==> src/design/sac_pkg.sv <==
// package: constants, types and state for the converter control block
package sac_pkg;
	// ==========================================================
	// clock and timing
	localparam int CLK_MHZ = 250;
	localparam int STEP_NS = 68;
	localparam int STEP_CYC = (STEP_NS * CLK_MHZ + 999) / 1000;
	localparam logic [4:0] STEP_LAST = 5'(STEP_CYC - 1);
	// ==========================================================
	// result word
	localparam int RES_W = 14;
	localparam logic [3:0] MSB_IDX = 4'hD;
	localparam logic [RES_W-1:0] APPROX_RST = 14'h0000;
	localparam logic [RES_W-1:0] LATCH_RST = 14'h0000;
	localparam logic [2:0] SYNC_RST = 3'h7;
	// ==========================================================
	// types
	typedef struct packed {
		logic cs_n;
		logic convert_start_n;
		logic rd_n;
		logic pd_n;
	} sac_pins_t;
	localparam sac_pins_t PINS_IDLE = '{1'b1, 1'b1, 1'b1, 1'b1};
	typedef enum logic [1:0] {ST_IDLE, ST_CONV, ST_DONE, ST_OFF} sac_state_t;
endpackage

==> src/design/sac_top.sv <==
// converter control: start, bit sequencing, output latch, bus and shutdown
// ==========================================================
// Overview of operation
// - falling convert_start_n with device_select_n low starts a conversion
// - start and read pins are ignored while device_select_n is high
// - result bus driven only while read_strobe_n and device_select_n low
// - power_down_n low puts the block in shutdown
// - shutdown entry with select low gives nap, select high gives sleep
// - busy_n low through the whole conversion, high again at its end
// - result latched no later than the rising edge of busy_n
// - approximation register cleared at each conversion start
// - a running conversion ignores new start requests
// - fourteen bits decided one per step, most significant first
// - finished word copied into the output latches at conversion end
// - bit steps timed from the local clock, no host clock
// - result presented as two's complement
`timescale 1ns/100ps
module sac_top (
	// clock and reset
	input wire logic clk,
	input wire logic sys_rst,
	// host pins
	input wire sac_pkg::sac_pins_t pins_n,
	// comparator decision, high when input exceeds trial level
	input wire logic comp_above,
	// result bus
	output logic [sac_pkg::RES_W-1:0] result_bus,
	output logic result_bus_oe,
	output logic busy_n,
	// shutdown status
	output logic nap_mode,
	output logic sleep_mode,
	// result stream
	output logic [sac_pkg::RES_W-1:0] res_data,
	output logic res_valid,
	input wire logic res_ready
);
	import sac_pkg::*;

	function automatic logic [RES_W-1:0] set_bit(
		input logic [RES_W-1:0] w, input logic [3:0] i, input logic v);
		logic [RES_W-1:0] r;
		r = w;
		r[i] = v;
		return r;
	endfunction

	// ==========================================================
	// pin synchronisers: three stages, change taken when 2nd and 3rd agree
	logic [2:0] sync_q [4];
	logic [2:0] sync_d [4];
	sac_pins_t pf_q, pf_d, pfp_q, pfp_d;

	always_comb begin
		for (int k = 0; k < 4; k++) begin
			sync_d[k] = {sync_q[k][1:0], pins_n[k]};
		end
		pf_d = pf_q;
		for (int k = 0; k < 4; k++) begin
			if (sync_q[k][1] == sync_q[k][2]) begin
				pf_d[k] = sync_q[k][2];
			end
		end
		pfp_d = pf_q;
	end

	always_ff @(posedge clk) begin
		if (sys_rst) begin
			for (int k = 0; k < 4; k++) begin
				sync_q[k] <= SYNC_RST;
			end
			pf_q <= PINS_IDLE;
			pfp_q <= PINS_IDLE;
		end else begin
			sync_q <= sync_d;
			pf_q <= pf_d;
			pfp_q <= pfp_d;
		end
	end

	logic sel, start_fall, pd_fall;
	assign sel = !pf_q.cs_n;
	// chip select gates the start edge
	assign start_fall = sel && pfp_q.convert_start_n
		&& !pf_q.convert_start_n;
	assign pd_fall = pfp_q.pd_n && !pf_q.pd_n;

	// ==========================================================
	// two-entry result buffer
	logic [RES_W-1:0] head_q, head_d, tail_q, tail_d;
	logic head_v_q, head_v_d, tail_v_q, tail_v_d;
	logic push, buf_ready;
	logic [RES_W-1:0] push_word;
	// full only when both entries hold words; a stalled reader holds DONE
	assign buf_ready = !tail_v_q;

	always_comb begin
		head_d = head_q;
		tail_d = tail_q;
		head_v_d = head_v_q;
		tail_v_d = tail_v_q;
		if (head_v_q && res_ready) begin
			head_d = tail_q;
			head_v_d = tail_v_q;
			tail_v_d = 1'b0;
		end
		if (push) begin
			if (!head_v_d) begin
				head_d = push_word;
				head_v_d = 1'b1;
			end else begin
				tail_d = push_word;
				tail_v_d = 1'b1;
			end
		end
	end

	always_ff @(posedge clk) begin
		if (sys_rst) begin
			head_q <= LATCH_RST;
			tail_q <= LATCH_RST;
			head_v_q <= 1'b0;
			tail_v_q <= 1'b0;
		end else begin
			head_q <= head_d;
			tail_q <= tail_d;
			head_v_q <= head_v_d;
			tail_v_q <= tail_v_d;
		end
	end

	assign res_data = head_q;
	assign res_valid = head_v_q;

	// ==========================================================
	// conversion sequencer
	sac_state_t state_q, state_d;
	logic [RES_W-1:0] approx_result_reg_q, approx_result_reg_d;
	logic [RES_W-1:0] latch_q, latch_d;
	logic [3:0] bit_idx_q, bit_idx_d;
	logic [4:0] step_q, step_d;
	logic busy_n_q, busy_n_d, oe_q, oe_d;
	logic nap_q, nap_d, sleep_q, sleep_d;

	// offset binary from the search, sign bit flipped on the way out
	assign push_word = {!approx_result_reg_q[RES_W-1],
		approx_result_reg_q[RES_W-2:0]};
	assign push = (state_q == ST_DONE) && buf_ready && pf_q.pd_n;

	always_comb begin
		state_d = state_q;
		approx_result_reg_d = approx_result_reg_q;
		latch_d = latch_q;
		bit_idx_d = bit_idx_q;
		step_d = step_q;
		nap_d = nap_q;
		sleep_d = sleep_q;
		if (!pf_q.pd_n) begin
			// shutdown aborts any conversion in flight
			state_d = ST_OFF;
			if (pd_fall) begin
				nap_d = sel;
				sleep_d = !sel;
			end
		end else begin
			unique case (state_q)
				ST_OFF: begin
					state_d = ST_IDLE;
					nap_d = 1'b0;
					sleep_d = 1'b0;
				end
				ST_IDLE: begin
					if (start_fall) begin
						state_d = ST_CONV;
						// cleared, then first trial bit set
						approx_result_reg_d = set_bit(APPROX_RST,
							MSB_IDX, 1'b1);
						bit_idx_d = MSB_IDX;
						step_d = STEP_LAST;
					end
				end
				ST_CONV: begin
					// new start edges are not looked at here
					if (step_q != 5'h00) begin
						step_d = step_q - 5'h01;
					end else begin
						approx_result_reg_d = set_bit(
							approx_result_reg_q, bit_idx_q,
							comp_above);
						if (bit_idx_q == 4'h0) begin
							state_d = ST_DONE;
						end else begin
							bit_idx_d = bit_idx_q - 4'h1;
							approx_result_reg_d = set_bit(
								approx_result_reg_d,
								bit_idx_d, 1'b1);
							step_d = STEP_LAST;
						end
					end
				end
				ST_DONE: begin
					// waits here while the buffer is full
					if (push) begin
						latch_d = push_word;
						state_d = ST_IDLE;
					end
				end
			endcase
		end
		// busy rises on the same edge that loads the latch
		busy_n_d = !(state_d == ST_CONV || state_d == ST_DONE);
		oe_d = sel && !pf_q.rd_n;
	end

	always_ff @(posedge clk) begin
		if (sys_rst) begin
			state_q <= ST_IDLE;
			approx_result_reg_q <= APPROX_RST;
			latch_q <= LATCH_RST;
			bit_idx_q <= MSB_IDX;
			step_q <= STEP_LAST;
			busy_n_q <= 1'b1;
			oe_q <= 1'b0;
			nap_q <= 1'b0;
			sleep_q <= 1'b0;
		end else begin
			state_q <= state_d;
			approx_result_reg_q <= approx_result_reg_d;
			latch_q <= latch_d;
			bit_idx_q <= bit_idx_d;
			step_q <= step_d;
			busy_n_q <= busy_n_d;
			oe_q <= oe_d;
			nap_q <= nap_d;
			sleep_q <= sleep_d;
		end
	end

	// reads in mid conversion see the old latch
	assign result_bus = latch_q;
	assign result_bus_oe = oe_q;
	assign busy_n = busy_n_q;
	assign nap_mode = nap_q;
	assign sleep_mode = sleep_q;
endmodule

==> config.mk <==
export PLATFORM = sky130hd
export DESIGN_NAME = sac_top
export DESIGN_NICKNAME = d
export VERILOG_FILES = /design/src/design/sac_pkg.sv /design/src/design/sac_top.sv
export SDC_FILE = /design/constraint.sdc
export NUM_CORES = 1
export LEC_CHECK = 0
export ABC_AREA = 1
export BUFFER_PORTS_ARGS = -buffer_cell sky130_fd_sc_hd__buf_2
export CAP_MARGIN = 5
export CORE_AREA = 2 2 94 96
export CTS_BUF_LIST = sky130_fd_sc_hd__clkbuf_8
export CTS_CLUSTER_DIAMETER = 120
export CTS_CLUSTER_SIZE = 24
export DETAILED_ROUTE_END_ITERATION = 7
export DIE_AREA = 0 0 96 98
export PLACE_DENSITY_LB_ADDON = 0.05
export SLEW_MARGIN = 15
export SYNTH_ARGS = -nofsm -noshare
export SYNTH_HDL_FRONTEND = slang
export SYNTH_SLANG_ARGS = --single-unit
==> constraint.sdc <==
create_clock -name clk -period 3.7 [get_ports clk]
set_clock_uncertainty 0.15 [all_clocks]
set_input_delay 0.74 -clock clk [delete_from_list [all_inputs] [get_ports clk]]
set_output_delay 0.74 -clock clk [all_outputs]
set_load 0.1 [all_outputs]
# --- Word-level counts from Yosys, hierarchy flattened ---
# Cells that the tools add are included.
totals:
  ff_bits: 91
  in_bits: 8
  elab_cells: 108
classes:
  n_addsub: 2
  magnitude_cmp: 4
  eq_ne: 14
  muxes: 36
  n_bitwise: 1
  n_reduce_logical: 28
op_table:
  columns: ["operator", "n"]
  rows:
  - ["$mux W14", 6]
  - ["$pmux W14 S2", 1]
  - ["$mux W5", 3]
  - ["$bwmux W14", 1]
  - ["$or A14 B14 Y14", 1]
  - ["$mux W1", 12]
  - ["$mux W4", 3]
  - ["$lt A4 B5 Y1 const B", 2]
  - ["$mux W2", 5]
  - ["$pmux W5 S2", 1]
  - ["$logic_and A1 B1 Y1", 9]
  - ["$demux W1 S4", 2]
  - ["$ge A4 B1 Y1 const B", 2]
  - ["$pmux W2 S4", 1]
  - ["$pmux W4 S2", 1]
  - ["$reduce_and A4 Y1", 2]
  - ["$logic_not A1 Y1", 7]
  - ["$eq A2 B2 Y1 const B", 3]
  - ["$ne A2 B2 Y1 const B", 3]
  - ["$reduce_and A5 Y1", 1]
  - ["$reduce_bool A5 Y1", 1]
  - ["$sub A5 B1 Y5 const B", 1]
  - ["$eq A1 B1 Y1", 4]
  - ["$eq A2 B1 Y1 const B", 2]
  - ["other kinds (9)", 11]

# --- Logic depth before layout (Yosys ltp) ---
# Gate-level depths: netlist (run 1).
logic_depth:
  depth_word: 9
  mapped_depth: 10
  mapped_depth_nobuf: 10

# --- Worst setup path after synthesis (run 1) ---
# Ideal clock, no wire load.
synth_timing:
  kind: "reg-to-reg"
  from: "register head_v_q (netlist: res_valid)"
  to: "register tail_q[13]"
  setup_time_ns: 0.121
  t_arrival_ns: 1.793
  t_required_ns: 3.429
  slack_ns: 1.636
  path_stages_with_launch: 6
  n_path_buf: 2
  synth_period_minus_slack_ns: 2.064
  path_cell_list: "dfxtp_1 -> nand2_1 -> nor2_4 -> buf_6 -> buf_6 -> a21oi_1"
synth_between:
  elab_chain_len: 3
synth_lines:
  columns: ["item", "line", "text"]
  rows:
  - ["start, declared", "sac_top.sv:91", "logic head_v_q, head_v_d, tail_v_q, tail_v_d;"]
  - ["start signal, assigned", "sac_top.sv:127", "head_v_q <= head_v_d;"]
  - ["$logic_and A1 B1 Y1", "sac_top.sv:102", "if (head_v_q && res_ready) begin"]
  - ["$mux W1 (*)", "sac_top.sv:102", null]
  - ["$reduce_and A2 Y1 (no source line) (*)", null, null]
  - ["end signal, assigned", "sac_top.sv:126", "tail_q <= tail_d;"]
  - ["end, declared", "sac_top.sv:90", "logic [RES_W-1:0] head_q, head_d, tail_q, tail_d;"]
# Every way passes the cells marked *; elsewhere a longest branch is shown, timed or not.
# A chain may end at the register's enable or synchronous reset.

# --- Worst setup path after layout (run 1) ---
layout_timing:
  from: "register head_v_q (netlist: res_valid)"
  to: "output res_valid"
layout_lines:
  columns: ["item", "line", "text"]
  rows:
  - ["end, declared", "sac_top.sv:35", "output logic res_valid,"]
# No word-level cell between the ends.

==> impl_metrics.yaml, run 1 <==
pwr:
  p_per_area_mw_per_mm2: 376
  ir_drop_v: 0.000158
  p_leak_nw: 2.00
timing:
  fin_crit_sh: 0.674
  slew_headroom: 0.437
  hold_ws_ns: 0.265
  layout_setup_ws_ns: 1.20
  rsz0062_at_grt: "false"
  slew_viol_final: 0
  fin_crit_ns: 2.50
  tns_ns: 0
  max_freq_ghz: 0.401
  timing_hold_violations_final: 0
  setup_violations: 0
  tightest_slew_ns: 0.845
yosys:
  synth.most_common_cell: "nand2_1"
  avgSynthCellArea_sq_um: 7.65
  ys_types: 34
  ys_warn_count: 0
  synth_fa_ha_area_frac: 0.0277
  synth_top_family_by_area: "simple AND/OR/NAND/NOR gates"
  synthXorXnorAreaFrac: 0.00216
  synth_common_cells: "113 x nand2_1, 91 x dfxtp_1, 65 x nand3_1"
  ys_seq_elements: 91
  synth_simple_gate_area_share: 0.272
  yosys.area.top_type_share: 0.448
  syn_area_sq_mm: 0.00406
  synth_ff_type: "dfxtp_1"
  synth_edf_count: 0
  syn-num-nets: 548
  synthTopCellsByArea: "dfxtp_1 45%, nand2_1 10%, nand3_1 8.0%"
  yosysSeqAreaShare: 0.448
  syn_inst: 531
  ys_async_sr_fraction: 0
  synth.area.mux_share: 0.00246
  synth_compound_area_frac: 0.157
  post-synth-top-area-cell: "dfxtp_1"
setup_path:
  cpLargestDelayFamily: "flip-flops"
  required_ns: 2.81
  crit_arrival_ns: 1.61
  crit_buf_inv: 1
  cp-end-kind: "output port"
  cp_slowest_cell: "dfxtp_1"
  crit_chain: "buf_2"
  max_stage_delay_ns: 0.71
  worstSetupPathType: "register to output port"
  start_kind: "register"
  cp_max_fo: 16
cells_and_area:
  seqCellArea_sq_mm: 0.00182
  drive_above_1_share: 0.165
  nets: 574
  fillers: 861
  design_area_sq_mm: 0.00440
  antenna_cells: 0
  multiInputGateArea_sq_mm: 0.00188
  syn_to_final_growth_pct: 8.19
  layoutNonFillerInstCount: 670
hold_path:
  hp-class: "register to register"
clock_network:
  clk_pin_slew_ns: 0.09
  cts.sinks: 91
  cts_max_level: 3
  post_cts_buffers: 0
  postCtsHoldBufs: 0
  tritoncts: "built"
  cts_buffers: 9
  cts.repair.resized: 0
  cts_root_buf: "clkbuf_8"
  clkLatencyLatePin_ns: 0.36
  ctsLongestPathBuffers: 2
grt:
  antenna_found_initial: 0
  grt_overflow: 0
  grt_max_degree: 48
  grt_use_total: 0.199
  grt_pass1_wl_um: 15100
  grt_pass1_vias: 3121
die:
  die-width_um: 96
  fp.coreArea_sq_mm: 0.00847
  die-area_sq_mm: 0.00941
  die_h_um: 98
  ios: 41
  rows: 34
  initial_core_util: 0.480
placed_design:
  dp_slack_ns: 1.16
  place.gp.congestion: 0.873
  placed_area_sq_mm: 0.00422
  post-place-cells: 654
  dp_hpwl_um: 6030
  port_buffers: 40
drt:
  drc_errors: 0
  drt_wl_total_um: 8700
  drt_pre_antenna_iters: 4
  wl_per_cell_um: 13.0
  via_per_inst: 5.22
  m1WireLength_um: 4600
  drtIter0Drc: 147
  top_layer: "met4"
  dr_wl_met2_um: 3730
  vias: 3500
  wl_met3_um: 278
  antenna_left: 0
run_status:
  status: "finished, final reports clean"
flow_run:
  maxCapViolations: 0
## metal layers
metal  vias up  track usage
li1       1804            -
met1      1622        0.293
met5         -            0
met2        64        0.296
met3        10       0.0370
met4         0       0.0615
## logic make-up (layout without fill, tap and decap cells)
kind of cell             after synthesis  count (layout)
flip-flops                            91              91
AO/OA/AOI/OAI                        113             113
adder cells (fa/ha/maj)                9               9
AND/OR/NAND/NOR                      244             244
XOR/XNOR                               1               1
buffers and inverters                 72             103
multiplexers                           1               1
## report_power, final
group | total (W) | internal (W) | switching [W] | leakage [nW]
clock | 0.000618 | 0.000250 | 0.000368 | 0.0929
combinational | 0.0000471 | 0.0000118 | 0.0000354 | 1.17
sequential | 0.000989 | 0.000985 | 0.00000370 | 0.736
## cell type report
cell class              count  area share
repair buffers             42      0.0489
well taps                 108      0.0307
flip-flops and latches     91       0.414
clock buffers               9      0.0282
clock inverters             7      0.0122
inverters                  45      0.0384
multi-input cells         368       0.427
## flip-flops by register name, summed over array words and instances (netlist names)
register,cells
approx_result_reg_q,14
res_data,14
result_bus,14
tail_q,14
sync_d,8
step_q,5
bit_idx_q,4
pf_q,4
sync_q,4
pfp_q,2
state_q,2
busy_n,1
nap_mode,1
res_valid,1
result_bus_oe,1
sleep_mode,1
tail_v_q,1
## cell usage in the layout, fill, tap and decap left out, types with 3 or more instances in the layout
master    instances
dfxtp_1          91
nand2_2           8
nand2_1         113
nor2_1           34
or2_2            12
nor2_4            3
inv_2             4
a211oi_1         14
inv_1            41
a21oi_2           4
nand3_1          65
o21ai_0          35
o21ai_1           3
ha_1              9
clkbuf_8          9
a21boi_1          3
o211ai_1          3
buf_2            40
a21oi_1          47
## worst paths after layout
| check | startpoint | to | slack [ns] | cells past startpoint |
|---|---|---|---|---|
| max | res_valid$_SDFF_PP0_ | res_valid | 1.20 | 1 |
| min | sync_d[4]$_SDFF_PP1_ | sync_d[5]$_SDFF_PP1_ | 0.27 | 1 |
| max reg2reg | pf_q[0]$_SDFFE_PP1N_ | res_data[13]$_SDFF_PP0_ | 1.50 | 7 |
| min reg2reg | sync_d[4]$_SDFF_PP1_ | sync_d[5]$_SDFF_PP1_ | 0.27 | 1 |
## stage by stage
step / util / total power, W
2_1_floorplan: - / 0.00105
3_3_place_gp: 0.498 / 0.00106
3_5_place_dp: 0.498 / 0.00106
4_1_cts: 0.519 / 0.00168
5_1_grt: 0.519 / 0.00172
6_report: 0.519 / 0.00165
Power figures use the tool's default switching activity.
==> run 2: changes to the inputs <==
==> constraint.sdc (replaced) <==
create_clock -name clk -period 2 [get_ports clk]
set_clock_uncertainty 0.15 [all_clocks]
set_input_delay 0.4 -clock clk [delete_from_list [all_inputs] [get_ports clk]]
set_output_delay 0.4 -clock clk [all_outputs]
set_load 0.1 [all_outputs]
==> run 2 against run 1 <==
Via count rose by 1.2%. Setup slack got worse by 1.0 ns. Worst hold slack got worse by 0.19 ns. Core utilization rose by 2.0 points. Critical endpoint is now bit_idx_q[0]$_SDFFE_PP1P_.
==> impl_metrics.yaml, run 2 (synthesized netlist as in run 1, its figures left out) <==
die:
  initial_core_util: 0.480
  fp.coreArea_sq_mm: 0.00847
  ios: 41
  die_h_um: 98
  rows: 34
  die-width_um: 96
  die-area_sq_mm: 0.00941
hold_path:
  hold_start: "pins_n[1]"
  hp-class: "primary input to register"
  worstHoldPathCells: 2
  min_to: "sync_d[7]$_SDFF_PP1_"
timing:
  setup_violations: 0
  timing_hold_violations_final: 0
  fin_crit_ns: 1.83
  slew_headroom: 0.675
  tns_ns: 0
  slew_viol_final: 0
  rsz0062_at_grt: "false"
  fin_crit_sh: 0.915
  layout_setup_ws_ns: 0.169
  tightest_slew_ns: 0.490
  hold_ws_ns: 0.0709
  max_freq_ghz: 0.546
clock_network:
  cts_buffers: 9
  cts_root_buf: "clkbuf_8"
  cts.sinks: 91
  clkLatencyLatePin_ns: 0.36
  cts_max_level: 3
  clk_pin_slew_ns: 0.09
  ctsLongestPathBuffers: 2
  postCtsHoldBufs: 0
  tritoncts: "built"
cells_and_area:
  drive_above_1_share: 0.199
  syn_to_final_growth_pct: 12.3
  final_common_cell: "nand2_1"
  nets: 592
  mostFrequentLayoutCells: "113 x nand2_1, 90 x dfxtp_1, 65 x nand3_1"
  antenna_cells: 0
pwr:
  p_per_area_mw_per_mm2: 664
  ir_drop_v: 0.000327
  p_leak_nw: 2.07
  total_power_w: 0.00303
drt:
  drt_pre_antenna_iters: 4
  vias: 3541
  drc_errors: 0
  antenna_left: 0
  via_per_inst: 5.15
  wl_per_cell_um: 13.5
  drtIter0Drc: 133
  drt_wl_total_um: 9280
grt:
  grt_max_degree: 30
  grt_pass1_wl_um: 15200
  grt_pass1_vias: 3268
  grt_overflow: 0
  grt_use_total: 0.205
  antenna_found_initial: 0
setup_path:
  crit_arrival_ns: 1.92
  cp-end-kind: "register"
  ff2ff_path_depth: 10
  r2r_start: "step_q[0]$_SDFFE_PP0P_"
  required_ns: 2.09
  r2r_end: "bit_idx_q[0]$_SDFFE_PP1P_"
  start_kind: "register"
  worstSetupPathType: "register to register"
  ff2ff_setup_slack_ns: 0.17
  cp_max_fo: 6
placed_design:
  port_buffers: 40
  dp_slack_ns: 0.123
  place.gp.congestion: 0.878
  dp_hpwl_um: 6530
flow_run:
  maxCapViolations: 0
run_status:
  status: "finished, final reports clean"
==> run 2: cell types whose count changed in the layout (fill, tap and decap cells not counted), moves of 2 or more <==
| cell | before | now |
|---|---|---|
| clkinvlp_4 | 1 | 6 |
| inv_1 | 41 | 39 |
| ha_2 | 0 | 2 |
| buf_4 | 2 | 17 |
| buf_12 | 0 | 2 |
| clkinv_4 | 2 | 0 |
| ha_1 | 9 | 7 |
==> run 2: final cells by class <==
type	instances	area, sq um
Sequential cell	91	1820
Clock buffer	9	124
Timing Repair Buffer	59	368
Timing Repair inverter	1	7.51
Tap cell	108	135
Clock inverter	6	42.5
Inverter	45	173
Multi-Input combinational cell	368	1890
Fill cell	840	3900
==> run 2: power by group <==
part	total [W]	switching (W)	internal [W]	leakage [nW]
Clock	0.00110	0.000655	0.000444	0.0752
Sequential	0.00183	0.00000626	0.00182	0.736
Combinational	0.000100	0.0000692	0.0000308	1.26
Total	0.00303	0.000730	0.00230	2.07
==> run 2: worst max path at each step <==
stage | depth (start not counted) | endpoint | slack (ns) | from
after floorplan | 5 | tail_q[13]$_SDFFE_PP0P_ | 0.34 | res_valid$_SDFF_PP0_
after global placement | 9 | approx_result_reg_q[13]$_SDFFE_PP0P_ | 0.19 | step_q[0]$_SDFFE_PP0P_
after detailed placement | 9 | approx_result_reg_q[13]$_SDFFE_PP0P_ | 0.12 | step_q[0]$_SDFFE_PP0P_
after CTS | 9 | approx_result_reg_q[13]$_SDFFE_PP0P_ | 0.09 | step_q[0]$_SDFFE_PP0P_
after global routing | 9 | approx_result_reg_q[13]$_SDFFE_PP0P_ | 0.01 | step_q[0]$_SDFFE_PP0P_
final | 10 | bit_idx_q[0]$_SDFFE_PP1P_ | 0.17 | step_q[0]$_SDFFE_PP0P_
==> run 2: critical path: stages, from the launching register on <==
cell and delay (ns):
dfxtp_1 0.32, inv_1 0.12, ha_2 0.24, nand3_4 0.11, nand2_1 0.09, inv_2 0.04
nor2_4 0.23, buf_4 0.16, nand2_2 0.09, nand2_1 0.08, nand3_1 0.08
==> run 2: layer usage <==
metal	routed length, um	up-vias	global-route usage	part of all wire
met4	176	0	0.0725	0.019
met2	4220	88	0.324	0.45
li1	-	1842	-	-
met3	419	15	0.0363	0.045
met1	4470	1596	0.279	0.48
met5	0	-	0	0
==> run 2: timing repair <==
action / CTS / global route
setup endpoints to repair: 0 / 15
gates resized for setup: 0 / 6
setup buffers: 0 / 3
==> run 2: metrics by stage <==
| stage | util | cell area, sq um | cells |
|---|---|---|---|
| after CTS | 0.534 | 4520 | 683 |
| after floorplan | - | 4070 | 531 |
| final | 0.539 | 4560 | 687 |
| after detailed placement | 0.514 | 4350 | 668 |
| after global routing | 0.539 | 4560 | 687 |
| after global placement | 0.514 | 4350 | 668 |
